--- config.mk ---
export PLATFORM = sky130hd
export DESIGN_NAME = flash_host_ctrl
export DESIGN_NICKNAME = d
export VERILOG_FILES = /design/src/logic/flash_host_pkg.sv /design/src/logic/strobe_timer.sv /design/src/logic/flash_host_ctrl.sv
export VERILOG_INCLUDE_DIRS = /design/src /design/src/logic
export SDC_FILE = /design/constraint.sdc
export NUM_CORES = 1
export LEC_CHECK = 0
export BUFFER_PORTS_ARGS = -buffer_cell sky130_fd_sc_hd__buf_2
export CORE_UTILIZATION = 54
export DETAILED_ROUTE_END_ITERATION = 10
export MAX_ROUTING_LAYER = met4
export PLACE_DENSITY = 0.81
export SLEW_MARGIN = 15
export SYNTH_ARGS = -nofsm -noshare
export SYNTH_HDL_FRONTEND = slang
export SYNTH_SLANG_ARGS = --single-unit
--- constraint.sdc ---
create_clock -name clk -period 6.8 [get_ports clk]
set_input_delay 0.68 -clock clk [delete_from_list [all_inputs] [get_ports clk]]
set_output_delay 0.68 -clock clk [all_outputs]
set_load 0.005 [all_outputs]
--- src/logic/flash_host_map.svh ---
// constants, offsets and timing counts for the flash disk host port controller
// ==========================================================================
// Behaviour
// - write happens only while chip select and write strobe are both low
// - read happens only while chip select and output strobe are both low
// - multiplexed mode: host drives address bits 12..1 on shared lines 11..0
// - falling address-valid edge after reset, before first access, selects multiplexed mode
// - four devices share the window in standard mode, two in multiplexed
`ifndef FLASH_HOST_MAP_SVH
`define FLASH_HOST_MAP_SVH
`define ADDR_W         13
`define DATA_W         16
`define MUX_ADDR_LO    1
`define MUX_AD_W       12
`define BOOT_BLOCK_BYTES 2048
`define MAX_DEV_STD    4
`define MAX_DEV_MUX    2
`define CLK_PERIOD_NS  10
`define T_SETUP_NS     10
`define T_STROBE_NS    40
`define T_HOLD_NS      10
`define T_AVD_NS       20
`define T_RESET_NS     1000
`define T_SETUP_CYC    ((`T_SETUP_NS + `CLK_PERIOD_NS - 1) / `CLK_PERIOD_NS)
`define T_STROBE_CYC   ((`T_STROBE_NS + `CLK_PERIOD_NS - 1) / `CLK_PERIOD_NS)
`define T_HOLD_CYC     ((`T_HOLD_NS + `CLK_PERIOD_NS - 1) / `CLK_PERIOD_NS)
`define T_AVD_CYC      ((`T_AVD_NS + `CLK_PERIOD_NS - 1) / `CLK_PERIOD_NS)
`define T_RESET_CYC    ((`T_RESET_NS + `CLK_PERIOD_NS - 1) / `CLK_PERIOD_NS)
`define CNT_W          8
`endif

--- src/logic/flash_host_pkg.sv ---
// types for the flash disk host port controller
package flash_host_pkg;
   // ==========================================================================
   // user request and answer
   typedef struct packed {
      logic        write;
      logic [12:0] addr;
      logic [15:0] wdata;
      logic [1:0]  devSel;
   } req_type;
   typedef struct packed {
      logic [15:0] rdata;
      logic        err;
   } rsp_type;
   typedef enum logic [1:0] {
      PH_IDLE,
      PH_SETUP,
      PH_STROBE,
      PH_HOLD
   } phase_type;
endpackage : flash_host_pkg

--- src/logic/strobe_timer.sv ---
// down counter for bus phase lengths
`timescale 1ns/1ps
`include "flash_host_map.svh"
module strobe_timer
(
   // clock and reset
   input  wire logic              clk,
   input  wire logic              rstSync_n,
   input  wire logic              clkEn,
   // control
   input  wire logic              load,
   input  wire logic [`CNT_W-1:0] loadVal,
   output logic                   done
);
   logic [`CNT_W-1:0] count_reg;
   assign done = (count_reg == '0);
   always_ff @(posedge clk or negedge rstSync_n)
      if (!rstSync_n)
         count_reg <= '0;
      else if (clkEn)
         count_reg <= load ? loadVal : (done ? count_reg : count_reg - 8'h01);
endmodule : strobe_timer

--- src/logic/flash_host_ctrl.sv ---
// host-side controller driving the flash disk parallel port
`timescale 1ns/1ps
`include "flash_host_map.svh"
module flash_host_ctrl
#(
   parameter int RESET_CYC = `T_RESET_CYC,
   parameter int NUM_DEV   = 1
)
(
   // clock and reset
   input  wire logic                    clk,
   input  wire logic                    rst_n,
   input  wire logic                    clkEn,
   // user side
   input  wire logic                    reqValid,
   output logic                         reqReady,
   input  wire flash_host_pkg::req_type req,
   output logic                         rspValid,
   output flash_host_pkg::rsp_type      rsp,
   input  wire logic                    useMux,
   input  wire logic                    wide16,
   input  wire logic                    powerDown,
   input  wire logic                    lockIn,
   output logic                         attention,
   output logic                         ready,
   // device pins
   output logic                         reset_in_n,
   output logic [`ADDR_W-1:0]           addrOut,
   output logic [`DATA_W-1:0]           dataOut,
   output logic                         dataOe,
   input  wire logic [`DATA_W-1:0]      dataIn,
   output logic [NUM_DEV-1:0]           chipSel_n,
   output logic                         writeStb_n,
   output logic                         outStb_n,
   output logic                         addr_valid_strobe_n,
   output logic                         cascade_identity0,
   output logic                         wideSel,
   output logic                         lockPin_n,
   input  wire logic                    busyIn_n,
   input  wire logic                    attnIn_n
);
   // ==========================================================================
   // parameter check
   if (NUM_DEV < 1 || NUM_DEV > `MAX_DEV_STD || RESET_CYC < 1 || RESET_CYC > 65535)
   begin : g_param_check
      $error("flash_host_ctrl: bad parameters");
   end
   // ==========================================================================
   // reset synchroniser
   logic rstMeta_reg;
   logic rstSync_n;
   always_ff @(posedge clk or negedge rst_n)
      if (!rst_n)
      begin
         rstMeta_reg <= 1'b0;
         rstSync_n   <= 1'b0;
      end
      else
      begin
         rstMeta_reg <= 1'b1;
         rstSync_n   <= rstMeta_reg;
      end
   // ==========================================================================
   // reset pulse to device and mode strap
   logic [15:0] rstCnt_reg;
   logic        devRstDone;
   logic        muxMode_reg;
   logic        avdDone_reg;
   logic        avdLow_reg;
   assign devRstDone = (rstCnt_reg == 16'(RESET_CYC));
   always_ff @(posedge clk or negedge rstSync_n)
      if (!rstSync_n)
         rstCnt_reg <= 16'h0000;
      else if (clkEn && !devRstDone)
         rstCnt_reg <= rstCnt_reg + 16'h0001;
   always_ff @(posedge clk or negedge rstSync_n)
      if (!rstSync_n)
      begin
         muxMode_reg <= 1'b0;
         avdDone_reg <= 1'b0;
         avdLow_reg  <= 1'b0;
      end
      else if (clkEn && devRstDone)
      begin
         if (!avdDone_reg)
         begin
            muxMode_reg <= useMux;
            avdLow_reg  <= useMux;
            avdDone_reg <= 1'b1; // falling edge before first access
         end
         else
            avdLow_reg <= 1'b0;
      end
   assign reset_in_n = devRstDone;
   // ==========================================================================
   // access sequencer
   flash_host_pkg::phase_type phase_reg;
   flash_host_pkg::phase_type phase_next;
   flash_host_pkg::req_type   cur_reg;
   logic [15:0]               rdata_reg;
   logic                      rspValid_reg;
   logic                      timerDone;
   logic                      timerLoad;
   logic [`CNT_W-1:0]         timerVal;
   logic                      devReady;
   logic                      devLegal;
   logic                      take;
   assign devReady = devRstDone && avdDone_reg && busyIn_n; // wait out boot copy
   assign devLegal = (32'(req.devSel) < NUM_DEV) && !(muxMode_reg && req.devSel >= 2'(`MAX_DEV_MUX));
   assign reqReady = (phase_reg == flash_host_pkg::PH_IDLE) && devReady && !avdLow_reg;
   assign take     = reqValid && reqReady;
   always_comb
   begin
      phase_next = phase_reg;
      timerLoad  = 1'b0;
      timerVal   = 8'h00;
      case (phase_reg)
         flash_host_pkg::PH_IDLE:
            if (take && devLegal)
            begin
               phase_next = flash_host_pkg::PH_SETUP;
               timerLoad  = 1'b1;
               timerVal   = 8'(muxMode_reg ? `T_AVD_CYC : `T_SETUP_CYC);
            end
         flash_host_pkg::PH_SETUP:
            if (timerDone)
            begin
               phase_next = flash_host_pkg::PH_STROBE;
               timerLoad  = 1'b1;
               timerVal   = 8'(`T_STROBE_CYC);
            end
         flash_host_pkg::PH_STROBE:
            if (timerDone)
            begin
               phase_next = flash_host_pkg::PH_HOLD;
               timerLoad  = 1'b1;
               timerVal   = 8'(`T_HOLD_CYC);
            end
         flash_host_pkg::PH_HOLD:
            if (timerDone)
               phase_next = flash_host_pkg::PH_IDLE;
         default:
            phase_next = flash_host_pkg::PH_IDLE;
      endcase
   end
   strobe_timer u_timer
   (
      .clk       (clk),
      .rstSync_n (rstSync_n),
      .clkEn     (clkEn),
      .load      (timerLoad),
      .loadVal   (timerVal),
      .done      (timerDone)
   );
   logic endStrobe;
   logic endHold;
   assign endStrobe = (phase_reg == flash_host_pkg::PH_STROBE) && timerDone;
   assign endHold   = (phase_reg == flash_host_pkg::PH_HOLD) && timerDone;
   logic err_reg;
   logic refuse;
   assign refuse = take && !devLegal;
   always_ff @(posedge clk or negedge rstSync_n)
      if (!rstSync_n)
      begin
         phase_reg    <= flash_host_pkg::PH_IDLE;
         rspValid_reg <= 1'b0;
      end
      else if (clkEn)
      begin
         phase_reg    <= phase_next;
         rspValid_reg <= endHold || refuse;
      end
   always_ff @(posedge clk or negedge rstSync_n)
      if (!rstSync_n)
      begin
         cur_reg <= '0;
         err_reg <= 1'b0;
      end
      else if (clkEn && take)
      begin
         cur_reg <= req;
         err_reg <= !devLegal; // refused device, no bus cycle
      end
   always_ff @(posedge clk or negedge rstSync_n)
      if (!rstSync_n)
         rdata_reg <= 16'h0000;
      else if (clkEn && endStrobe && !cur_reg.write)
         rdata_reg <= wide16 ? dataIn : {8'h00, dataIn[7:0]};
   // ==========================================================================
   // response
   assign rspValid = rspValid_reg;
   assign rsp      = '{rdata: rdata_reg, err: err_reg};
   // ==========================================================================
   // pin drive
   logic inSetupMux;
   logic strobing;
   logic active;
   assign active     = (phase_reg != flash_host_pkg::PH_IDLE);
   assign strobing   = (phase_reg == flash_host_pkg::PH_STROBE);
   assign inSetupMux = muxMode_reg && (phase_reg == flash_host_pkg::PH_SETUP);
   assign addr_valid_strobe_n = !(avdLow_reg || (inSetupMux && !timerDone)); // address held past rise
   assign writeStb_n = !(strobing && cur_reg.write);
   assign outStb_n   = !(strobing && !cur_reg.write);
   genvar g;
   generate
      for (g = 0; g < NUM_DEV; g++)
      begin : g_cs
         assign chipSel_n[g] = !(active && (32'(cur_reg.devSel) == g));
      end
   endgenerate
   // bit 0 doubles as power-down in 16-bit mode
   assign addrOut = {muxMode_reg ? 12'h000 : cur_reg.addr[12:1],
                     wide16 ? powerDown : cur_reg.addr[0]};
   assign dataOut = inSetupMux ? {4'h0, cur_reg.addr[12:1]} : cur_reg.wdata;
   assign dataOe  = inSetupMux || (active && cur_reg.write && !(phase_reg == flash_host_pkg::PH_HOLD && timerDone));
   // ==========================================================================
   // straps and status
   assign cascade_identity0 = 1'b0; // first device strap
   assign wideSel   = wide16;
   assign lockPin_n = !lockIn; // hardware lock for protected regions
   assign attention = !attnIn_n;
   assign ready     = devReady;
endmodule : flash_host_ctrl

==> impl_metrics.tcl <==
set metrics [dict create \
    status "finished, final reports clean" \
    period_share_pct 43.82 \
    ys.flop_type "dfrtp_1" \
    synth_fa_ha_area_share_pct 2.445 \
    fin_nets 515 \
    dp.final_hpwl_um 5957 \
    final_area_sq_um 4841 \
    crit_path_start "u_timer.count_reg[0]$_DFFE_PN0P_" \
    slew_viol_final 0 \
    synth_seq_area_share_pct 49.51 \
    dp_cells 537 \
    worst_pin_slew_ns 0.9798 \
    grtUsageTotal_pct 22.41 \
    synth_seq_cells 81 \
    power.internal_uw 788.1 \
    critPathKind "reg2out" \
    rows 31 \
    dieArea_sq_um 7933 \
    clock-sinks 81 \
    synth_edf_count 0 \
    ioPinCount 117 \
    swShare_pct 32.89 \
    slew_headroom_pct 34.68 \
    syn_avg_cell_area_sq_um 11.97 \
    antenna_found_initial 0 \
    area_growth_pct 18.25 \
    timing.fmax_ghz 0.3356 \
    hp-class "in2async" \
    synth_top_family_by_area "multiplexers" \
    synthXorXnorAreaFrac_pct 2.995 \
    syn_area_sq_um 4094 \
    firstDrtPassIters 4 \
    async_reset_ff_share_pct 100.0 \
    core_area_sq_um 7292 \
    drtAntennaViolNets 0 \
    setup_viol 0 \
    power_uw 1174 \
    num_antenna_cells 0 \
    muxShareOfSynthArea_pct 18.80 \
    crit_arrival_ns 2.30 \
    wl_per_cell_um 15.19 \
    leakagePower_uw 0.002682 \
    synth_fp_nets 408 \
    cts_resized 0 \
    worstPathRequired_ns 6.12 \
    synth-simple-area-share_pct 16.14 \
    hold_viol 0 \
    power.density_nw_per_um2 242.6 \
    ctsHoldBuffers 0 \
    cts.path.max_buffers 2 \
    initial_utilization_pct 56.14 \
    post-cts-setup-buffers 0 \
    grt_pass1_wl_um 12940 \
    h-tree-depth 3 \
    numCtsBuffers 9 \
    yosys_warnings 0 \
    routed_wl_um 8400 \
    grt_pass1_vias 2797 \
    stdcell_count 553 \
    p_comb_share_pct 20.5 \
    synth_compound_area_share_pct 5.410 \
    cts_tree "yes" \
    vias 2914 \
    synthMostInstantiatedCell "dfrtp_1" \
    synth_top_area_share_pct 49.51 \
    cp-start-kind "register" \
    pwr-share-seq_pct 52.1 \
    peakVddDrop_mv 0.1726 \
    crit_fanout 9 \
    endpoint_kind "output pin" \
    die_x_um 89.07 \
    r2r_start "rstCnt_reg[0]$_DFFE_PN0P_" \
    drc_errors 0 \
    rsz0062_at_grt "false" \
    yosysTopAreaCell "dfrtp_1" \
    p_switching_uw 386.2 \
    grt_max_degree 80 \
    drive_gt1_share_pct 42.29 \
    multi_input_area_sq_um 1882 \
    tns_ns 0 \
    cts-root-buf "clkbuf_8" \
    p_clk_share_pct 27.4 \
    place_area_sq_um 4664 \
    synth_top_cells_by_count "81 x dfrtp_1, 34 x nand2_1, 32 x mux2_4, 23 x mux2_2, 15 x nor2b_1" \
    drt-initial-drc-count 184 \
    period_needed_ns 2.980 \
    overflow 0 \
    largest_register_ffs 32 \
    die_h_um 89.07 \
    ys_types 44 \
    vias_per_cell 5.269 \
    finClkSkew_ns 0.01362 \
    syn-instance-count 342 \
    gp_congestion 0.8191 \
    clk_pin_slew_ns 0.08 \
    num-fill-cells 578 \
    max-cap-violations 0 \
    register_area_sq_um 2031 \
    netlist_top_cells_area "dfrtp_1 50%, mux2_4 12%, mux2_2 6.3%, nand2_1 3.1%, ha_1 2.4%" \
    portBuffers 115 \
    clk_latency_ns 0.36 \
]
## logic make-up (layout without fill, tap and decap cells)
logic type	Yosys count	in the layout
DFF	81	81
and+or+nand+nor	112	112
buffers and inverters	33	145
adders and majority gates	8	8
muxes	58	58
other	2	2
AOI/OAI and AO/OA	34	34
xor gates and xnor gates	14	14
## final timing paths
path	end	slack [ns]	depth (start not counted)
worst max-delay path	dataOe	3.82	7
worst min-delay path	rstSync_n$_DFF_PN0_	0.08	1
worst max register to register	cur_reg[27]$_DFFE_PN0P_	4.21	6
worst min register to register	rstSync_n$_DFF_PN0_	0.37	0
max in group asynchronous	rdata_reg[12]$_DFFE_PN0P_	5.67	0
min in group clk	rstSync_n$_DFF_PN0_	0.37	0
## routing by layer
| metal | track usage [%] | part of all wire [%] |
|---|---|---|
| met5 | - | 0 |
| met4 | 8.802 | 2.2 |
| met3 | 6.464 | 5.6 |
| met2 | 35.66 | 50 |
| met1 | 27.09 | 42 |
## cell usage in the layout, fill, tap and decap left out, drive strengths merged, types with 2 or more instances in the layout
cell    count
a21boi      4
a21oi       3
a31oi       3
a32oi       3
and2        6
and3        5
and4        4
buf       115
clkbuf      9
clkinv      3
conb        2
dfrtp      81
ha          8
inv        17
mux2       55
mux2i       3
nand2      34
nand2b      4
nand3       7
nand3b      2
nand4       6
nand4b      3
nor2       10
nor2b      15
nor3        8
nor4b       5
o21ai      14
o221ai      2
o311ai      2
xnor2       9
xor2        5
## layout make-up
class	count	area share [%]
Sequential cell	81	41.95
Clock inverter	7	1.086
Inverter	14	1.086
Multi-Input combinational cell	228	38.87
Clock buffer	9	2.559
Tap cell	99	2.559
Timing Repair Buffer	115	11.89
## power by group through the flow
| stage | combinational [uW] | sequential (uW) | clock [uW] |
|---|---|---|---|
| after floorplan | 182 | 595 | 0 |
| after global placement | 231 | 617 | 0 |
| after detailed placement | 240 | 620 | 0 |
| after CTS | 242 | 611 | 332 |
| after global routing | 271 | 621 | 354 |
| final | 241 | 612 | 321 |
## worst max-delay path: stages, from the launching register on
cell and delay [ns]:
dfrtp_1 0.44, inv_1 0.10, ha_1 0.14, nor4b_4 0.25, and2_1 0.41, nand2_1 0.18, a32o_1 0.29, buf_2 0.13
## per-stage QoR
step | utilization (%) | hold WS (ns) | setup slack, ns
after floorplan | - | 0.3312 | 4.377
after global placement | 63.97 | 0.3439 | 4.211
after detailed placement | 63.97 | 0.3410 | 4.221
after CTS | 66.39 | 0.06757 | 3.819
after global routing | 66.39 | 0.06189 | 3.679
final | 66.39 | 0.08478 | 3.820
Power figures use the tool's default switching activity.
